==> config.mk <==
export PLATFORM = sky130hd
export DESIGN_NAME = res_sequencer
export DESIGN_NICKNAME = d
export VERILOG_FILES = /design/src/res_sequencer.v
export VERILOG_INCLUDE_DIRS = /design/src
export SDC_FILE = /design/constraint.sdc
export NUM_CORES = 1
export LEC_CHECK = 0
export CAP_MARGIN = 20
export CORE_MARGIN = 10
export CORE_UTILIZATION = 50
export CTS_CLUSTER_DIAMETER = 50
export CTS_CLUSTER_SIZE = 40
export DETAILED_ROUTE_END_ITERATION = 7
export DONT_BUFFER_PORTS = 1
export PLACE_DENSITY_LB_ADDON = 0.08
export SYNTH_ARGS = -nofsm -noshare
export SYNTH_HDL_FRONTEND = slang
export SYNTH_SLANG_ARGS = --single-unit
==> constraint.sdc <==
create_clock -name clk -period 11.1 [get_ports clk]
set_clock_uncertainty 0.2 [all_clocks]
set_input_delay 3.33 -clock clk [delete_from_list [all_inputs] [get_ports clk]]
set_output_delay 3.33 -clock clk [all_outputs]
set_load 0.03 [all_outputs]
==> src/res_map.vh <==
// Constants for the receiver eye-scan sequencer: port addresses,
// state codes, control field positions and scale steps.
// Assumes inclusion by res_sequencer.v only; definitions only.
//
// How it works
// Run bit in waiting starts error-rate measurement
// Arm bit in waiting starts diagnostic capture
// Clearing arm while armed forces read state
// Trigger 0001: unmasked one on offset bus
// Trigger 0010: masked qualifier matches recovered data
// Trigger 0100: external trigger input high
// Status bit zero high in waiting/end/read
// Status bits three-one report state code
// Trigger freezes recovered capture, current low, previous high
// Trigger freezes offset capture, current low, previous high
// Totals hold final values in end/waiting
// Outside sets legal fabric width values
// Override picks phase bit, else detector phase
// Valid bits equal width over two^(1-select)
// Offset from sign, direction, 7-bit magnitude
// Scale code selects 1.5/1.8/2.2/2.8 mV step
// Totals, status, captures read-only at 151-15D
// Reset state clears counters, then count/armed
// Counter saturation stops both, goes to end
// End returns to waiting when run cleared
// Control bits five-two choose trigger source
// Read returns to waiting once arm cleared

`ifndef RES_MAP_VH
`define RES_MAP_VH

// ****************************************************************
// Configuration port addresses
// ****************************************************************
`define RES_ADDR_W 9
`define RES_ADDR_ERROR_TOTAL 9'h151
`define RES_ADDR_SAMPLE_TOTAL 9'h152
`define RES_ADDR_STATE_STATUS 9'h153
`define RES_ADDR_RCAP_WORD4 9'h154
`define RES_ADDR_RCAP_WORD3 9'h155
`define RES_ADDR_RCAP_WORD2 9'h156
`define RES_ADDR_RCAP_WORD1 9'h157
`define RES_ADDR_RCAP_WORD0 9'h158
`define RES_ADDR_OCAP_WORD4 9'h159
`define RES_ADDR_OCAP_WORD3 9'h15a
`define RES_ADDR_OCAP_WORD2 9'h15b
`define RES_ADDR_OCAP_WORD1 9'h15c
`define RES_ADDR_OCAP_WORD0 9'h15d

// ****************************************************************
// State codes, as shown in status bits three to one
// ****************************************************************
`define RES_ST_WAIT 3'h0
`define RES_ST_RESET 3'h1
`define RES_ST_COUNT 3'h3
`define RES_ST_END 3'h2
`define RES_ST_ARMED 3'h5
`define RES_ST_READ 3'h4

// ****************************************************************
// Control field layout and trigger selections
// ****************************************************************
`define RES_CTL_RUN 0
`define RES_CTL_ARM 1
`define RES_CTL_TRIG_HI 5
`define RES_CTL_TRIG_LO 2
`define RES_TRIG_ERROR 4'h1
`define RES_TRIG_QUAL 4'h2
`define RES_TRIG_PORT 4'h4
`define RES_TRIG_FORCE 4'h8

// ****************************************************************
// Bus widths, saturation and vertical scale steps (tenths of mV)
// ****************************************************************
`define RES_BUS_W 40
`define RES_TOTAL_MAX 16'hffff
`define RES_STEP_00 5'h0f
`define RES_STEP_01 5'h12
`define RES_STEP_10 5'h16
`define RES_STEP_11 5'h1c

`endif

==> src/res_sequencer.v <==
// Eye-scan sequencer: state machine, counters, two-cycle captures
// and the read-only configuration port window.
// Assumes all inputs are synchronous to clk, the receive user clock;
// masks, qualifier and prescale come from the margin unit settings.
`timescale 1ns/1ps
`include "res_map.vh"

module res_sequencer (
  input wire clk,
  input wire reset_n,
  // Configuration port, read-only window
  input wire dcpEn,
  input wire dcpWe,
  input wire [8:0] dcpAddr,
  output reg [15:0] dcpDo,
  output reg dcpRdy,
  // Scan control and settings
  input wire [5:0] scanControl,
  input wire extTrigger,
  input wire [4:0] prescale,
  input wire [79:0] sampleMask,
  input wire [79:0] qualPattern,
  input wire [79:0] qualMask,
  input wire internalWidthSelect,
  input wire [6:0] rxDataWidth,
  input wire phaseSelectOverride,
  input wire quarterClockPhase,
  input wire detectorPhase,
  input wire thresholdSign,
  input wire offsetDirection,
  input wire [6:0] offsetMagnitude,
  input wire [1:0] verticalScale,
  // Sample buses from the margin unit
  input wire [39:0] recoveredData,
  input wire [39:0] offsetSample,
  // Outputs toward the margin unit
  output reg scanPhase,
  output reg [6:0] validWidth,
  output reg [8:0] verticalOffset,
  output reg [4:0] scaleStep,
  output reg dataError
);

  // ****************************************************************
  // Functions
  // ****************************************************************

  // Number of ones on a 40-bit word
  function [5:0] onesCount;
    input [39:0] word;
    integer i;
    begin
      onesCount = 6'h00;
      for (i = 0; i < `RES_BUS_W; i = i + 1) begin
        onesCount = onesCount + {5'h00, word[i]};
      end
    end
  endfunction

  // Saturating add of a small amount to a 16-bit total
  function [15:0] satAdd;
    input [15:0] total;
    input [5:0] amount;
    reg [16:0] sum;
    begin
      sum = {1'b0, total} + {11'h000, amount};
      satAdd = sum[16] ? `RES_TOTAL_MAX : sum[15:0];
    end
  endfunction

  // ****************************************************************
  // Declarations
  // ****************************************************************
  reg [2:0] state_r;
  reg [2:0] state_nxt;
  reg [15:0] errTotal_r;
  reg [15:0] sampleTotal_r;
  reg [31:0] prescaleCnt_r;
  reg [39:0] prevRec_r;
  reg [39:0] prevOff_r;
  reg [79:0] recCapture_r;
  reg [79:0] offCapture_r;
  reg [15:0] readWord;

  wire runBit = scanControl[`RES_CTL_RUN];
  wire armBit = scanControl[`RES_CTL_ARM];
  wire [3:0] trigSel = scanControl[`RES_CTL_TRIG_HI:`RES_CTL_TRIG_LO];

  // ****************************************************************
  // Error and qualifier detection
  // ****************************************************************

  // Current cycle counts each unmasked one; previous cycle counts once
  wire [39:0] curUnmasked = offsetSample & ~sampleMask[39:0];
  wire [39:0] prevUnmasked = prevOff_r & ~sampleMask[79:40];
  wire anyError = (|curUnmasked) | (|prevUnmasked);
  wire [5:0] curErrors = onesCount(curUnmasked);
  wire [5:0] errAmount = curErrors + {5'h00, |prevUnmasked};

  // Qualifier compares both cycles of recovered data under the mask
  wire qualMatch = ~|(({prevRec_r, recoveredData} ^ qualPattern) & ~qualMask);

  // Prescale period is 2^(1+prescale) cycles; wide enough for 2^32
  wire [32:0] prescaleEnd = (33'h000000001 << (6'h01 + {1'b0, prescale})) - 33'h1;
  wire prescaleHit = ({1'b0, prescaleCnt_r} == prescaleEnd);

  wire saturated = (errTotal_r == `RES_TOTAL_MAX) | (sampleTotal_r == `RES_TOTAL_MAX);

  // Trigger source choice while armed
  reg trigHit;
  always @* begin
    case (trigSel)
      `RES_TRIG_ERROR: trigHit = |curUnmasked;
      `RES_TRIG_QUAL: trigHit = qualMatch;
      `RES_TRIG_PORT: trigHit = extTrigger;
      `RES_TRIG_FORCE: trigHit = 1'b1;
      default: trigHit = 1'b0;
    endcase
  end

  // ****************************************************************
  // State machine
  // ****************************************************************

  // Next state; run takes priority over arm when both are set
  always @* begin
    state_nxt = state_r;
    case (state_r)
      `RES_ST_WAIT: begin
        if (runBit | armBit) begin
          state_nxt = `RES_ST_RESET;
        end
      end
      `RES_ST_RESET: begin
        if (runBit) begin
          state_nxt = `RES_ST_COUNT;
        end else if (armBit) begin
          state_nxt = `RES_ST_ARMED;
        end else begin
          state_nxt = `RES_ST_WAIT;
        end
      end
      `RES_ST_COUNT: begin
        if (saturated) begin
          state_nxt = `RES_ST_END;
        end
      end
      `RES_ST_END: begin
        if (!runBit) begin
          state_nxt = `RES_ST_WAIT;
        end
      end
      `RES_ST_ARMED: begin
        if (trigHit | !armBit) begin
          state_nxt = `RES_ST_READ;
        end
      end
      `RES_ST_READ: begin
        if (!armBit) begin
          state_nxt = `RES_ST_WAIT;
        end
      end
      default: state_nxt = `RES_ST_WAIT;
    endcase
  end

  always @(posedge clk or negedge reset_n) begin
    if (!reset_n) begin
      state_r <= `RES_ST_WAIT;
    end else begin
      state_r <= state_nxt;
    end
  end

  // ****************************************************************
  // Counters
  // ****************************************************************

  // Totals only count in the counting state, so they hold afterwards
  always @(posedge clk or negedge reset_n) begin
    if (!reset_n) begin
      errTotal_r <= 16'h0000;
      sampleTotal_r <= 16'h0000;
      prescaleCnt_r <= 32'h00000000;
    end else if (state_r == `RES_ST_RESET) begin
      errTotal_r <= 16'h0000;
      sampleTotal_r <= 16'h0000;
      prescaleCnt_r <= 32'h00000000;
    end else if (state_r == `RES_ST_COUNT && !saturated) begin
      if (qualMatch) begin
        errTotal_r <= satAdd(errTotal_r, errAmount);
        if (prescaleHit) begin
          prescaleCnt_r <= 32'h00000000;
          sampleTotal_r <= satAdd(sampleTotal_r, 6'h01);
        end else begin
          prescaleCnt_r <= prescaleCnt_r + 32'h00000001;
        end
      end
    end
  end

  // ****************************************************************
  // Two-cycle capture
  // ****************************************************************

  // History always runs; the capture copy freezes on leaving armed
  always @(posedge clk or negedge reset_n) begin
    if (!reset_n) begin
      prevRec_r <= 40'h0000000000;
      prevOff_r <= 40'h0000000000;
      recCapture_r <= 80'h0;
      offCapture_r <= 80'h0;
    end else begin
      prevRec_r <= recoveredData;
      prevOff_r <= offsetSample;
      if (state_r == `RES_ST_ARMED) begin
        recCapture_r <= {prevRec_r, recoveredData};
        offCapture_r <= {prevOff_r, offsetSample};
      end
    end
  end

  // ****************************************************************
  // Configuration port reads
  // ****************************************************************

  // Writes are acknowledged but change nothing: the window is read-only
  always @* begin
    case (dcpAddr)
      `RES_ADDR_ERROR_TOTAL: readWord = errTotal_r;
      `RES_ADDR_SAMPLE_TOTAL: readWord = sampleTotal_r;
      `RES_ADDR_STATE_STATUS: begin
        readWord = {12'h000, state_r,
          (state_r == `RES_ST_WAIT) | (state_r == `RES_ST_END) |
          (state_r == `RES_ST_READ)};
      end
      `RES_ADDR_RCAP_WORD4: readWord = recCapture_r[79:64];
      `RES_ADDR_RCAP_WORD3: readWord = recCapture_r[63:48];
      `RES_ADDR_RCAP_WORD2: readWord = recCapture_r[47:32];
      `RES_ADDR_RCAP_WORD1: readWord = recCapture_r[31:16];
      `RES_ADDR_RCAP_WORD0: readWord = recCapture_r[15:0];
      `RES_ADDR_OCAP_WORD4: readWord = offCapture_r[79:64];
      `RES_ADDR_OCAP_WORD3: readWord = offCapture_r[63:48];
      `RES_ADDR_OCAP_WORD2: readWord = offCapture_r[47:32];
      `RES_ADDR_OCAP_WORD1: readWord = offCapture_r[31:16];
      `RES_ADDR_OCAP_WORD0: readWord = offCapture_r[15:0];
      default: readWord = 16'h0000;
    endcase
  end

  // One-cycle answer to every enabled access
  always @(posedge clk or negedge reset_n) begin
    if (!reset_n) begin
      dcpDo <= 16'h0000;
      dcpRdy <= 1'b0;
    end else begin
      dcpRdy <= dcpEn;
      if (dcpEn && !dcpWe) begin
        dcpDo <= readWord;
      end
    end
  end

  // ****************************************************************
  // Settings toward the margin unit
  // ****************************************************************

  // Registered so every output leaves a flip-flop
  always @(posedge clk or negedge reset_n) begin
    if (!reset_n) begin
      scanPhase <= 1'b0;
      validWidth <= 7'h00;
      verticalOffset <= 9'h000;
      scaleStep <= `RES_STEP_00;
      dataError <= 1'b0;
    end else begin
      scanPhase <= phaseSelectOverride ? quarterClockPhase : detectorPhase;
      validWidth <= internalWidthSelect ? rxDataWidth : {1'b0, rxDataWidth[6:1]};
      verticalOffset <= {thresholdSign, offsetDirection, offsetMagnitude};
      case (verticalScale)
        2'h0: scaleStep <= `RES_STEP_00;
        2'h1: scaleStep <= `RES_STEP_01;
        2'h2: scaleStep <= `RES_STEP_10;
        default: scaleStep <= `RES_STEP_11;
      endcase
      dataError <= anyError &
        ((state_r == `RES_ST_COUNT) | (state_r == `RES_ST_ARMED));
    end
  end

endmodule

# Word-level counts from Yosys, hierarchy flattened
# Index checks and enable logic that the tools add are counted.
# word_totals
inputBits	367
out_inout_bits	40
reg_bits	347
word_cells	151
# op_classes
n_eq_ne	33
reduce_logical	16
n_bitwise	15
muxes	26
n_shift	1
n_addsub	45
# ops
operator	n
adder 6 x 1 -> 6 bit	35
one-hot mux 16 bit (13 select lines)	1
two-way mux 16 bit	9
two-way mux 32 bit	4
equality test 9 bit, second input constant	13
AND 40 bit	2
AND 80 bit	1
NOT 40 bit	2
NOT 80 bit	1
OR reduction 40 bit	2
OR reduction 80 bit	1
bitwise XOR 80 bit	1
equality test 32 x 33 -> 1 bit	1
<< shifter 1 x 6 -> 33 bit, first input constant	1
subtractor 33 x 1 -> 33 bit, second input constant	1
adder 32 x 1 -> 32 bit, second input constant	1
equality test 16 bit, second input constant	2
two-way mux 3 bit	7
one-hot mux 3 bit (6 select lines)	1
adder 16 x 1 -> 17 bit, second input constant	1
adder 16 x 6 -> 17 bit	1
one-hot mux 5 bit (3 select lines)	1
!= test 2 bit, second input constant	5
two-way mux 7 bit	1
other kinds (28)	41

# Depth between registers and ports, before layout
# Gate-level depths: netlist of the first run.
# depth
depth_word	47
ltp_mapped	25
depth_no_buf	25

# Worst setup path before layout of the first run
# OpenSTA, ideal clock, no wires.
# synth_path
kind	input -> register
from	input port sampleMask[48]
to	register errTotal_r[9]
required_time_ps	10762
n_path_buf	1
setup_slack_ps	1480
stages	23
t_arrival_ps	9281
setup_ps	138
path_cell_list	o22ai_1 -> or4_1 -> nor4_1 -> nand4_1 -> fa_1 -> inv_1 -> fa_1 -> fa_1 -> fa_1 -> fa_1 -> inv_1 -> fa_1 -> ha_1 -> fa_1 -> a21o_1 -> a21oi_1 -> o21bai_1 -> a21oi_1 -> o211ai_1 -> and2_1 -> clkbuf_1 -> nor4_1 -> a211oi_1
# synth_via
elab_chain_len	9
# synth_lines
element	line_no	source
start, declared	res_sequencer.v:21	input wire [79:0] sampleMask,
NOT 40 bit	res_sequencer.v:95	wire [39:0] prevUnmasked = prevOff_r & ~sampleMask[79:40];
AND 40 bit	res_sequencer.v:95	
OR reduction 40 bit	res_sequencer.v:98	wire [5:0] errAmount = curErrors + {5'h00, |prevUnmasked};
adder 6 x 1 -> 6 bit	res_sequencer.v:98	
adder 16 x 6 -> 17 bit	res_sequencer.v:66	sum = {1'b0, total} + {11'h000, amount};
two-way mux 16 bit	res_sequencer.v:67	satAdd = sum[16] ? `RES_TOTAL_MAX : sum[15:0];
two-way mux 16 bit	res_sequencer.v:190	if (qualMatch) begin
two-way mux 16 bit	res_sequencer.v:189	end else if (state_r == `RES_ST_COUNT && !saturated) begin
two-way mux 16 bit	res_sequencer.v:185	end else if (state_r == `RES_ST_RESET) begin
end signal, assigned	res_sequencer.v:191	errTotal_r <= satAdd(errTotal_r, errAmount);
end, declared	res_sequencer.v:76	reg [15:0] errTotal_r;
# No other way between the ends. The select of a mux whose other input is x is not followed.
# A chain may end at the register's enable or synchronous reset.

# Worst setup path in the final report of the first run
# Ends and elaborated chain as after synthesis.

==> metrics.txt, run 1 <==
# TYPE chip_impl_metric gauge
chip_impl_metric{name="avgRoutedWirePerCell",unit="µm"} 30.2
chip_impl_metric{name="synth_sequential_area_ratio",unit="%"} 44.9
chip_impl_metric{name="port_buffers",unit=""} 0
chip_impl_info{name="worstSetupStartpointType",value="input port"} 1
chip_impl_metric{name="final_layout_size_suffix_gt1_share",unit="%"} 14.4
chip_impl_metric{name="place_area",unit="mm²"} 0.0197
chip_impl_info{name="cts-root-buf",value="sky130_fd_sc_hd__clkbuf_16"} 1
chip_impl_metric{name="report.power.total",unit="W"} 0.00426
chip_impl_metric{name="p_leak",unit="nW"} 8.83
chip_impl_metric{name="final_area",unit="mm²"} 0.0210
chip_impl_metric{name="post_cts_resize_count",unit=""} 0
chip_impl_metric{name="maximum_number_of_pins_on_one_net_before_global_route_repair",unit=""} 348
chip_impl_info{name="timing.critical_path.slowest_stage_cell",value="sky130_fd_sc_hd__fa_1"} 1
chip_impl_metric{name="placement_rows",unit=""} 71
chip_impl_metric{name="max_freq",unit="MHz"} 105
chip_impl_info{name="outcome",value="complete, no violations"} 1
chip_impl_metric{name="synth_largest_type_area_fraction",unit="%"} 44.4
chip_impl_metric{name="die_area",unit="mm²"} 0.0470
chip_impl_metric{name="post_drt_via_cell_ratio",unit=""} 6.44
chip_impl_metric{name="hold_buffers",unit=""} 0
chip_impl_metric{name="ctsLongestPathBuffers",unit=""} 3
chip_impl_info{name="ys_top_cells_by_area",value="sky130_fd_sc_hd__dfrtp_1 44%, sky130_fd_sc_hd__mux2_2 8.0%, sky130_fd_sc_hd__xnor2_1 4.8%"} 1
chip_impl_metric{name="setup_violations",unit=""} 0
chip_impl_metric{name="syn_area",unit="mm²"} 0.0193
chip_impl_metric{name="cp_max_fo",unit=""} 7
chip_impl_metric{name="synth.yosys.warnings",unit=""} 0
chip_impl_metric{name="final.min_clock_period",unit="ns"} 9.55
chip_impl_metric{name="antenna_cells",unit=""} 0
chip_impl_metric{name="totalWireLength",unit="µm"} 71100
chip_impl_metric{name="first_global_vias",unit=""} 14984
chip_impl_metric{name="hpwl",unit="µm"} 55500
chip_impl_info{name="path_cells",value="o22ai_1 > or4_1 > nor4_1 > nand4_1 > fa_1 > inv_1 > fa_1 > fa_1 > fa_1 > fa_1 > inv_1 > fa_1 > ha_1 > fa_1 > a21o_1 > a21oi_1 > o21bai_1 > a21oi_1 > o211ai_1 > and2_1 > nor4_1 > a211oi_1"} 1
chip_impl_metric{name="syn2layout_area_growth",unit="%"} 8.48
chip_impl_info{name="crit_top_cell",value="sky130_fd_sc_hd__fa_1"} 1
chip_impl_metric{name="floorplan.die.height",unit="µm"} 217
chip_impl_metric{name="number_of_cts_inserted_buffers",unit=""} 35
chip_impl_info{name="holdCritPathClass",value="flip-flop to flip-flop"} 1
chip_impl_metric{name="finalWorstSetupSlack",unit="ns"} 1.55
chip_impl_metric{name="crit_path_max_incr_delay",unit="ns"} 0.57
chip_impl_info{name="setup_repair_after_global_routing_missed_its_margin",value="false"} 1
chip_impl_metric{name="clock_tree.htree_level_count",unit=""} 2
chip_impl_info{name="cp_top_family",value="adder cells"} 1
chip_impl_metric{name="synth-seq-cells",unit=""} 347
chip_impl_metric{name="finalHoldViolations",unit=""} 0
chip_impl_info{name="synth_top_area_cell",value="sky130_fd_sc_hd__dfrtp_1"} 1
chip_impl_metric{name="postSynthNetCount",unit=""} 2289
chip_impl_metric{name="postCtsSetupBuffers",unit=""} 0
chip_impl_metric{name="grt.total_usage",unit="%"} 29.4
chip_impl_metric{name="gr-total-overflow",unit=""} 0
chip_impl_metric{name="final_max_slew_viol_count",unit=""} 0
chip_impl_metric{name="max-cap-violations",unit=""} 0
chip_impl_metric{name="clock_latency",unit="ns"} 0.55
chip_impl_metric{name="start_util",unit="%"} 51.0
chip_impl_metric{name="drtIter0Drc",unit=""} 1784
chip_impl_info{name="cts_tree",value="yes"} 1
chip_impl_metric{name="worst_ep_required_time",unit="ns"} 11.31
chip_impl_metric{name="worst-path-buf-inv",unit=""} 2
chip_impl_metric{name="synthesis.instances",unit=""} 1857
chip_impl_metric{name="num_vias",unit=""} 15176
chip_impl_metric{name="num_io_pins",unit=""} 407
chip_impl_metric{name="async_reset_ff_share",unit="%"} 100
chip_impl_info{name="synth_top_flop_cell",value="sky130_fd_sc_hd__dfrtp_1"} 1
chip_impl_metric{name="cellPowerDensity",unit="mW/mm²"} 203
chip_impl_metric{name="vdd_drop_max",unit="mV"} 0.201
chip_impl_metric{name="route.antenna.remaining_nets",unit=""} 0
chip_impl_metric{name="core_area",unit="mm²"} 0.0379
chip_impl_metric{name="die_outline_width",unit="µm"} 217
chip_impl_metric{name="timing.setup.tns",unit="ns"} 0
chip_impl_metric{name="number_of_nets_in_the_layout",unit=""} 2252
chip_impl_metric{name="antenna_found_initial",unit=""} 1
chip_impl_info{name="endpoint_kind",value="flip-flop"} 1
chip_impl_metric{name="gp_congestion",unit=""} 1.01
chip_impl_metric{name="worst-slew-pin-transition",unit="ns"} 1.15
chip_impl_metric{name="max_slew_margin",unit="%"} 23.0
chip_impl_info{name="critPathKind",value="input port to flip-flop"} 1
chip_impl_metric{name="grt_first_pass_wirelength",unit="µm"} 103000
chip_impl_metric{name="final.period_utilization",unit="%"} 86.1
chip_impl_metric{name="edff_count_synth",unit=""} 0
chip_impl_metric{name="worst_ep_arrival_time",unit="ns"} 9.76
chip_impl_metric{name="detail_route.drc_violations",unit=""} 0
chip_impl_metric{name="synthDistinctLibCells",unit=""} 95
chip_impl_metric{name="clock_pin_slew_on_the_worst_setup_and_hold_paths",unit="ns"} 0.07
chip_impl_metric{name="drt-pass1-iter-count",unit=""} 8
chip_impl_metric{name="clkSinkCount",unit=""} 347
chip_impl_metric{name="avgSynthCellArea",unit="µm²"} 10.4
chip_impl_metric{name="dp_worst_setup_slack",unit="ns"} 1.01
routing by layer:
metal	part of all wire [%]	vias up	GRT usage [%]
met1	42	7604	40.4
met3	11	80	9.37
met4	2.3	0	6.90
met2	45	800	44.2
li1	-	6692	-
met5	0	-	0
cell families after synthesis:
| logic type | share of synthesized area [%] |
|---|---|
| simple gates | 15.0 |
| compound gates | 14.6 |
| flops | 44.9 |
| buf+inv | 4.20 |
| mux | 8.86 |
| xor+xnor | 6.88 |
| fa+ha+maj | 5.52 |
report_power, final:
| part | total, W | switching [W] | internal [W] |
|---|---|---|---|
| Clock | 0.00128 | 0.000583 | 0.000696 |
| Combinational | 0.00112 | 0.000578 | 0.000544 |
| Sequential | 0.00186 | 0.000282 | 0.00158 |
layout by cell type, fill, tap and decap left out, drive strengths merged, types with 41 or more instances in the layout:
cell type	Yosys	layout
dfrtp	343	343
nand2	153	153
mux2	138	138
inv	100	109
xnor2	106	106
nor2	89	89
o21ai	69	69
o22ai	60	60
nor3	59	59
a22oi	49	49
nand4	44	44
nand2b	41	41
nand3	41	41
state kept, by name, indices dropped and copies added (netlist names), 3 cells and up:
| register | cells |
|---|---|
| scaleStep | 5 |
| validWidth | 7 |
| recCapture_r | 80 |
| verticalOffset | 9 |
| sampleTotal_r | 16 |
| prescaleCnt_r | 32 |
| prevOff_r | 40 |
| state_r | 3 |
| offCapture_r | 80 |
| errTotal_r | 16 |
| dcpDo | 16 |
| prevRec_r | 40 |
cells in the mapped netlist (26+ instances only):
cell type                  count
sky130_fd_sc_hd__inv_1       100
sky130_fd_sc_hd__xnor2_1     106
sky130_fd_sc_hd__dfrtp_1     343
sky130_fd_sc_hd__nand4_1      44
sky130_fd_sc_hd__o21ai_0      69
sky130_fd_sc_hd__a21oi_1      38
sky130_fd_sc_hd__a22oi_1      49
sky130_fd_sc_hd__nor3_1       58
sky130_fd_sc_hd__mux2_2      137
sky130_fd_sc_hd__nand2b_1     41
sky130_fd_sc_hd__xor2_1       38
sky130_fd_sc_hd__nor2_1       88
sky130_fd_sc_hd__ha_1         31
sky130_fd_sc_hd__fa_1         34
sky130_fd_sc_hd__nand3_1      41
sky130_fd_sc_hd__a31oi_1      26
sky130_fd_sc_hd__o22ai_1      60
sky130_fd_sc_hd__nand2_1     153
sky130_fd_sc_hd__clkbuf_1     68
per-stage QoR:
step / util, % / instances / hold WS [ns]
detailed placement: 52.0 / 2294 / 0.272
finish: 55.3 / 2356 / 0.285
CTS: 55.3 / 2356 / 0.286
global route: 55.3 / 2356 / 0.300
global placement: 52.0 / 2294 / 0.263
floorplan: - / 1857 / 0.249
worst paths after layout:
path / from / to / slack [ns] / depth (start not counted)
max: sampleMask[48] / errTotal_r[9]$_DFFE_PN0P_ / 1.55 / 22
min: offCapture_r[49]$_DFFE_PN0N_ / offCapture_r[49]$_DFFE_PN0N_ / 0.29 / 2
max reg2reg: prevOff_r[25]$_DFF_PN0_ / errTotal_r[9]$_DFFE_PN0P_ / 3.75 / 23
min reg2reg: offCapture_r[49]$_DFFE_PN0N_ / offCapture_r[49]$_DFFE_PN0N_ / 0.29 / 2
max in group asynchronous: reset_n / prevOff_r[11]$_DFF_PN0_ / 7.48 / 0
min in group asynchronous: reset_n / prescaleCnt_r[12]$_DFFE_PN0P_ / 2.32 / 0
final cells by class:
type | count | area [µm²]
sequential | 347 | 8690
fill | 3365 | 17000
timing repair buffer | 20 | 163
clock buffer | 38 | 907
clock inverter | 24 | 334
inverter | 100 | 375
multi-input combinational | 1316 | 9880
tap | 511 | 639
tightest hold or removal path, stage by stage (launching register included):
cell                      delay, ns
sky130_fd_sc_hd__dfrtp_1       0.34
sky130_fd_sc_hd__nand2_1       0.05
sky130_fd_sc_hd__o21ai_0       0.06
Note: power is estimated with default switching activity, not from simulation.
==> run 2: changes to the inputs <==
- ABC_AREA: unset -> 1
==> metrics.txt, run 2 <==
# TYPE chip_impl_metric gauge
chip_impl_info{name="outcome",value="complete, no violations"} 1
chip_impl_metric{name="antenna_cells",unit=""} 0
chip_impl_metric{name="drt-pass1-iter-count",unit=""} 7
chip_impl_metric{name="max_freq",unit="MHz"} 107
chip_impl_metric{name="ctsLongestPathBuffers",unit=""} 3
chip_impl_info{name="worstSetupStartpointType",value="input port"} 1
chip_impl_metric{name="max-cap-violations",unit=""} 0
chip_impl_metric{name="die_outline_width",unit="µm"} 218
chip_impl_info{name="ys_top_cells_by_area",value="sky130_fd_sc_hd__dfrtp_1 44%, sky130_fd_sc_hd__nand2_1 13%, sky130_fd_sc_hd__inv_1 7.2%"} 1
chip_impl_metric{name="postCtsSetupBuffers",unit=""} 0
chip_impl_metric{name="dp_worst_setup_slack",unit="ns"} 1.19
chip_impl_metric{name="detail_route.drc_violations",unit=""} 0
chip_impl_metric{name="number_of_nets_in_the_layout",unit=""} 2902
chip_impl_info{name="cp_top_family",value="adder cells"} 1
chip_impl_metric{name="number_of_cts_inserted_buffers",unit=""} 39
chip_impl_metric{name="synth_largest_type_area_fraction",unit="%"} 43.7
chip_impl_metric{name="clock_pin_slew_on_the_worst_setup_and_hold_paths",unit="ns"} 0.06
chip_impl_metric{name="postSynthNetCount",unit=""} 2920
chip_impl_metric{name="async_reset_ff_share",unit="%"} 100
chip_impl_info{name="timing.critical_path.slowest_stage_cell",value="sky130_fd_sc_hd__fa_1"} 1
chip_impl_metric{name="vdd_drop_max",unit="mV"} 0.172
chip_impl_info{name="synth_top_area_cell",value="sky130_fd_sc_hd__dfrtp_1"} 1
chip_impl_metric{name="worst_ep_required_time",unit="ns"} 11.29
chip_impl_metric{name="nFillCells",unit=""} 3762
chip_impl_metric{name="final.period_utilization",unit="%"} 84.2
chip_impl_info{name="holdCritPathClass",value="flip-flop to flip-flop"} 1
chip_impl_metric{name="edff_count_synth",unit=""} 0
chip_impl_info{name="setup_repair_after_global_routing_missed_its_margin",value="false"} 1
chip_impl_metric{name="setup_violations",unit=""} 0
chip_impl_info{name="cts-root-buf",value="sky130_fd_sc_hd__clkbuf_16"} 1
chip_impl_metric{name="worst-path-buf-inv",unit=""} 3
chip_impl_metric{name="worst_ep_arrival_time",unit="ns"} 9.53
chip_impl_metric{name="post-route-util",unit="%"} 55.3
chip_impl_info{name="crit_top_cell",value="sky130_fd_sc_hd__fa_1"} 1
chip_impl_metric{name="final_layout_size_suffix_gt1_share",unit="%"} 5.72
chip_impl_metric{name="port_buffers",unit=""} 0
chip_impl_info{name="cts_tree",value="yes"} 1
chip_impl_metric{name="first_global_vias",unit=""} 17024
chip_impl_metric{name="gp_congestion",unit=""} 0.982
chip_impl_metric{name="post_cts_resize_count",unit=""} 0
chip_impl_metric{name="hold_buffers",unit=""} 0
chip_impl_metric{name="core_area",unit="mm²"} 0.0387
chip_impl_info{name="yosys-top-cells-count",value="679 x sky130_fd_sc_hd__nand2_1, 378 x sky130_fd_sc_hd__inv_1, 343 x sky130_fd_sc_hd__dfrtp_1, 186 x sky130_fd_sc_hd__nor2_1, 170 x sky130_fd_sc_hd__o21ai_0"} 1
chip_impl_metric{name="die_area",unit="mm²"} 0.0476
chip_impl_metric{name="totalWireLength",unit="µm"} 70900
chip_impl_metric{name="syn2layout_area_growth",unit="%"} 9.17
chip_impl_info{name="commonest_non_fill_non_tap_cells_in_the_layout",value="678 x sky130_fd_sc_hd__nand2_1, 377 x sky130_fd_sc_hd__inv_1, 343 x sky130_fd_sc_hd__dfrtp_1, 185 x sky130_fd_sc_hd__nor2_1, 170 x sky130_fd_sc_hd__o21ai_0"} 1
chip_impl_metric{name="grt_first_pass_wirelength",unit="µm"} 106000
chip_impl_metric{name="floorplan.die.height",unit="µm"} 218
chip_impl_info{name="final_common_cell",value="sky130_fd_sc_hd__nand2_1"} 1
chip_impl_metric{name="max_slew_margin",unit="%"} 23.6
chip_impl_metric{name="antenna_found_initial",unit=""} 0
chip_impl_metric{name="num_vias",unit=""} 16978
chip_impl_metric{name="placement_rows",unit=""} 72
chip_impl_info{name="critPathKind",value="input port to flip-flop"} 1
chip_impl_metric{name="post_drt_via_cell_ratio",unit=""} 5.63
chip_impl_metric{name="maximum_number_of_pins_on_one_net_before_global_route_repair",unit=""} 348
chip_impl_metric{name="avgRoutedWirePerCell",unit="µm"} 23.5
chip_impl_metric{name="final_max_slew_viol_count",unit=""} 0
chip_impl_info{name="synth_most_common_cell",value="sky130_fd_sc_hd__nand2_1"} 1
chip_impl_metric{name="cp_max_fo",unit=""} 11
chip_impl_metric{name="finalWorstSetupSlack",unit="ns"} 1.76
chip_impl_metric{name="start_util",unit="%"} 50.7
chip_impl_metric{name="clock_tree.htree_level_count",unit=""} 2
chip_impl_metric{name="gr-total-overflow",unit=""} 0
chip_impl_metric{name="synthesis.instances",unit=""} 2488
chip_impl_metric{name="drtIter0Drc",unit=""} 1708
chip_impl_metric{name="num_io_pins",unit=""} 407
chip_impl_metric{name="finalHoldViolations",unit=""} 0
chip_impl_metric{name="hpwl",unit="µm"} 56100
chip_impl_metric{name="synth_sequential_area_ratio",unit="%"} 44.3
chip_impl_metric{name="p_leak",unit="nW"} 10.7
chip_impl_metric{name="synthDistinctLibCells",unit=""} 52
chip_impl_metric{name="timing.setup.tns",unit="ns"} 0
chip_impl_info{name="endpoint_kind",value="flip-flop"} 1
chip_impl_metric{name="worst-slew-pin-transition",unit="ns"} 1.14
chip_impl_metric{name="synth.yosys.warnings",unit=""} 0
chip_impl_metric{name="route.antenna.remaining_nets",unit=""} 0
chip_impl_metric{name="avgSynthCellArea",unit="µm²"} 7.89
chip_impl_metric{name="final.min_clock_period",unit="ns"} 9.34
chip_impl_metric{name="syn_area",unit="mm²"} 0.0196
chip_impl_metric{name="clkSinkCount",unit=""} 347
chip_impl_metric{name="cellPowerDensity",unit="mW/mm²"} 201
chip_impl_metric{name="synth-seq-cells",unit=""} 347
chip_impl_info{name="largestRegisters",value="offCapture_r (80), recCapture_r (80)"} 1
chip_impl_metric{name="clock_latency",unit="ns"} 0.58
chip_impl_metric{name="crit_path_max_incr_delay",unit="ns"} 0.55
chip_impl_info{name="synth_top_flop_cell",value="sky130_fd_sc_hd__dfrtp_1"} 1
chip_impl_metric{name="grt.total_usage",unit="%"} 29.4
[run 2: cell count changes after synthesis, sizes merged, moves of 24 or more]
cell    change
nor3       -24
nor2      +108
a31oi      -24
mux2      -129
a21oi      +33
nand3      +41
nand2     +539
xnor2      -34
nand2b     -41
o21ai     +102
a22oi      -49
inv       +285
[run 2: power by group]
group	switching [W]	internal, W
logic	0.000781	0.000427
clock network	0.000641	0.000729
registers	0.000167	0.00157
[run 2: through the flow]
stage / instances / hold WS (ns) / instance area (µm²) / total power (W)
floorplan: 2488 / 0.238 / 19600 / 0.00259
global placement: 2947 / 0.256 / 20100 / 0.00293
detailed placement: 2947 / 0.258 / 20100 / 0.00295
CTS: 3017 / 0.275 / 21400 / 0.00433
global route: 3017 / 0.297 / 21400 / 0.00457
finish: 3017 / 0.274 / 21400 / 0.00431
[run 2: layout make-up]
cell class                 count  area, µm²  area share [%]
clock buffer                  42        997            4.65
tap                          518        648            3.03
clock inverter                28        368            1.72
sequential                   347       8690            40.6
inverter                     386       1450            6.76
timing repair buffer           9       67.6           0.315
multi-input combinational   1687       9210            43.0
[run 2: layer usage]
| metal | global-route usage, % | vias up | part of all wire, % |
|---|---|---|---|
| li1 | - | 7948 | - |
| met1 | 38.4 | 8293 | 42 |
| met2 | 47.9 | 634 | 48 |
| met3 | 7.56 | 103 | 8.1 |
| met4 | 7.24 | 0 | 2.3 |
| met5 | 0 | - | 0 |
[run 2: cell families after synthesis]
| group | synth area share (%) |
|---|---|
| AND/OR/NAND/NOR | 23.5 |
| buffers and inverters | 8.87 |
| AO/OA/AOI/OAI | 11.6 |
| flip-flops | 44.3 |
| XOR/XNOR | 5.83 |
| adder cells (fa/ha/maj) | 5.45 |
| multiplexers | 0.516 |
[run 2: worst paths after layout]
kind,startpoint,to,slack (ns),cells past startpoint
hold / removal,sampleTotal_r[15]$_DFFE_PN0P_,sampleTotal_r[15]$_DFFE_PN0P_,0.27,2
hold reg to reg,sampleTotal_r[15]$_DFFE_PN0P_,sampleTotal_r[15]$_DFFE_PN0P_,0.27,2
setup reg to reg,prevOff_r[5]$_DFF_PN0_,errTotal_r[9]$_DFFE_PN0P_,4.04,27
max in group asynchronous,reset_n,prevRec_r[30]$_DFF_PN0_,7.79,0
min in group asynchronous,reset_n,recCapture_r[74]$_DFFE_PN0N_,2.28,0
setup / recovery,sampleMask[59],errTotal_r[9]$_DFFE_PN0P_,1.76,26
[run 2: tightest hold or removal path, delay by kind of cell (launching register included)]
family           cells  cell delay (ns)
AND/OR/NAND/NOR      2             0.10
flip-flops           1             0.34
==> run 3: changes to the inputs <==
- clock period: 11.1 -> 8.9 ns (I/O delays scaled with it)
==> metrics.txt, run 3 (synthesis results as in run 2) <==
# TYPE chip_impl_metric gauge
chip_impl_info{name="outcome",value="complete, no violations"} 1
chip_impl_metric{name="placed_cells_incl_taps",unit=""} 2956
chip_impl_info{name="holdCritPathClass",value="flip-flop to flip-flop"} 1
chip_impl_metric{name="area_taken_by_multi_input_logic_gates",unit="mm²"} 0.00921
chip_impl_metric{name="worst-path-buf-inv",unit=""} 2
chip_impl_info{name="timing.critical_path.slowest_stage_cell",value="sky130_fd_sc_hd__fa_1"} 1
chip_impl_metric{name="floorplan.die.height",unit="µm"} 218
chip_impl_metric{name="worst-slew-pin-transition",unit="ns"} 1.34
chip_impl_metric{name="power.clock.fraction",unit="%"} 32.8
chip_impl_metric{name="cp_max_fo",unit=""} 4
chip_impl_metric{name="worst_ep_required_time",unit="ns"} 9.11
chip_impl_metric{name="fin_hold_ws",unit="ns"} 0.275
chip_impl_metric{name="gp_congestion",unit=""} 0.952
chip_impl_info{name="endpoint_kind",value="flip-flop"} 1
chip_impl_metric{name="place_area",unit="mm²"} 0.0202
chip_impl_metric{name="clock_tree.htree_level_count",unit=""} 2
chip_impl_metric{name="core_area",unit="mm²"} 0.0387
chip_impl_metric{name="route.antenna.remaining_nets",unit=""} 0
chip_impl_metric{name="net-switching-power",unit="W"} 0.00196
chip_impl_info{name="critPathKind",value="input port to flip-flop"} 1
chip_impl_metric{name="max-cap-violations",unit=""} 0
chip_impl_metric{name="final.min_clock_period",unit="ns"} 8.57
chip_impl_metric{name="port_buffers",unit=""} 0
chip_impl_metric{name="max_freq",unit="MHz"} 117
chip_impl_metric{name="gr-total-overflow",unit=""} 0
chip_impl_metric{name="avgRoutedWirePerCell",unit="µm"} 23.6
chip_impl_metric{name="drt-pass1-iter-count",unit=""} 8
chip_impl_info{name="cts-root-buf",value="sky130_fd_sc_hd__clkbuf_16"} 1
chip_impl_info{name="crit_top_cell",value="sky130_fd_sc_hd__fa_1"} 1
chip_impl_metric{name="area.sequential",unit="mm²"} 0.00869
chip_impl_metric{name="finalHoldViolations",unit=""} 0
chip_impl_info{name="worstSetupStartpointType",value="input port"} 1
chip_impl_metric{name="final.period_utilization",unit="%"} 96.3
chip_impl_metric{name="num_io_pins",unit=""} 407
chip_impl_metric{name="crit_path_max_incr_delay",unit="ns"} 0.55
chip_impl_metric{name="intPower",unit="W"} 0.00353
chip_impl_metric{name="die_area",unit="mm²"} 0.0476
chip_impl_info{name="setup_repair_after_global_routing_missed_its_margin",value="false"} 1
chip_impl_metric{name="final_cell_count_no_fill",unit=""} 3032
chip_impl_metric{name="syn2layout_area_growth",unit="%"} 10.2
chip_impl_info{name="largestRegisters",value="offCapture_r (80), recCapture_r (80)"} 1
chip_impl_metric{name="final_area",unit="mm²"} 0.0216
chip_impl_metric{name="first_global_vias",unit=""} 17071
chip_impl_metric{name="clock_latency",unit="ns"} 0.58
chip_impl_metric{name="clkSinkCount",unit=""} 347
chip_impl_metric{name="power.sequential.fraction",unit="%"} 39.3
chip_impl_metric{name="final_layout_size_suffix_gt1_share",unit="%"} 6.33
chip_impl_metric{name="grt_first_pass_wirelength",unit="µm"} 106000
chip_impl_metric{name="grt.total_usage",unit="%"} 29.5
chip_impl_metric{name="hpwl",unit="µm"} 56500
chip_impl_info{name="final_common_cell",value="sky130_fd_sc_hd__nand2_1"} 1
chip_impl_metric{name="post_drt_via_cell_ratio",unit=""} 5.57
chip_impl_metric{name="antenna_found_initial",unit=""} 2
chip_impl_metric{name="number_of_nets_in_the_layout",unit=""} 2913
chip_impl_metric{name="drtIter0Drc",unit=""} 1857
chip_impl_metric{name="clock_pin_slew_on_the_worst_setup_and_hold_paths",unit="ns"} 0.06
chip_impl_metric{name="maximum_number_of_pins_on_one_net_before_global_route_repair",unit=""} 348
chip_impl_metric{name="start_util",unit="%"} 50.7
chip_impl_metric{name="detail_route.drc_violations",unit=""} 0
chip_impl_metric{name="totalWireLength",unit="µm"} 71500
chip_impl_metric{name="max_slew_margin",unit="%"} 10.6
chip_impl_metric{name="number_of_cts_inserted_buffers",unit=""} 41
chip_impl_metric{name="final_max_slew_viol_count",unit=""} 0
chip_impl_metric{name="finalWorstSetupSlack",unit="ns"} 0.328
chip_impl_info{name="cp_top_family",value="adder cells"} 1
chip_impl_metric{name="cellPowerDensity",unit="mW/mm²"} 254
chip_impl_metric{name="die_outline_width",unit="µm"} 218
chip_impl_metric{name="dp_worst_setup_slack",unit="ns"} -0.227
chip_impl_metric{name="hold_buffers",unit=""} 0
chip_impl_metric{name="worst_ep_arrival_time",unit="ns"} 8.78
chip_impl_metric{name="post-route-util",unit="%"} 55.8
chip_impl_metric{name="power.switching_fraction",unit="%"} 35.8
chip_impl_info{name="commonest_non_fill_non_tap_cells_in_the_layout",value="678 x sky130_fd_sc_hd__nand2_1, 377 x sky130_fd_sc_hd__inv_1, 343 x sky130_fd_sc_hd__dfrtp_1, 185 x sky130_fd_sc_hd__nor2_1, 168 x sky130_fd_sc_hd__o21ai_0"} 1
chip_impl_metric{name="nFillCells",unit=""} 3697
chip_impl_metric{name="vdd_drop_max",unit="mV"} 0.187
chip_impl_metric{name="setup_violations",unit=""} 0
chip_impl_metric{name="p_leak",unit="nW"} 10.7
chip_impl_metric{name="power_frac_comb",unit="%"} 27.9
chip_impl_metric{name="num_vias",unit=""} 16880
chip_impl_metric{name="ctsLongestPathBuffers",unit=""} 3
chip_impl_metric{name="placement_rows",unit=""} 72
chip_impl_info{name="cts_tree",value="yes"} 1
-- run 3: cell count changes in the layout (fill, tap and decap cells not counted), sizes merged --
cell	change
clkbuf	+3
diode	+1
clkinv	-1
bufinv	+2
inv	-5
clkinvlp	+6
buf	+9
-- run 3: through the flow --
step	total power, W	TNS [ns]
final	0.00549	0
after global placement	0.00364	-1.03
after global routing	0.00581	0
after detailed placement	0.00369	-2.52
after floorplan	0.00323	0
after CTS	0.00550	0
-- run 3: layout make-up --
cell class / count / share of cell area [%]
Multi-Input combinational cell: 1687 / 42.6
Inverter: 386 / 6.70
Timing Repair Buffer: 18 / 0.740
Tap cell: 518 / 3.00
Antenna cell: 1 / 0.0116
Clock buffer: 45 / 5.10
Sequential cell: 347 / 40.2
Clock inverter: 30 / 1.72
-- run 3: path summary, 6_finish.rpt --
check | startpoint | end | slack [ns] | cells past startpoint
max in group asynchronous | reset_n | errTotal_r[3]$_DFFE_PN0P_ | 5.80 | 0
worst min-delay path | recCapture_r[48]$_DFFE_PN0N_ | recCapture_r[48]$_DFFE_PN0N_ | 0.27 | 2
worst max register to register | prevOff_r[19]$_DFF_PN0_ | errTotal_r[14]$_DFFE_PN0P_ | 1.99 | 27
min in group asynchronous | reset_n | recCapture_r[56]$_DFFE_PN0N_ | 1.60 | 0
worst max-delay path | sampleMask[59] | errTotal_r[14]$_DFFE_PN0P_ | 0.33 | 26
worst min register to register | recCapture_r[48]$_DFFE_PN0N_ | recCapture_r[48]$_DFFE_PN0N_ | 0.27 | 2
-- run 3: per-layer routing --
metal | part of all wire [%] | global-route usage, % | wire length [µm]
met3 | 8.2 | 7.11 | 5890
met5 | 0 | 0 | 0
met1 | 41 | 37.9 | 29400
met2 | 48 | 48.8 | 34500
met4 | 2.4 | 8.40 | 1750
-- run 3: tightest hold or removal path, delay by kind of cell (launching register included) --
| family | cells | cell delay [ns] |
|---|---|---|
| flops | 1 | 0.34 |
| simple gates | 2 | 0.11 |
-- run 3: what timing repair did --
action,CTS,global route
resized for setup,0,2
endpoints found under the setup margin,0,11
buffers inserted,0,0
-- run 3: power groups by stage --
stage	sequential [W]	clock (W)	combinational, W
6_report	0.00216	0.00180	0.00153
3_5_place_dp	0.00218	0	0.00151
5_1_grt	0.00219	0.00189	0.00173
2_1_floorplan	0.00212	0	0.00111
4_1_cts	0.00215	0.00182	0.00152
3_3_place_gp	0.00217	0	0.00148
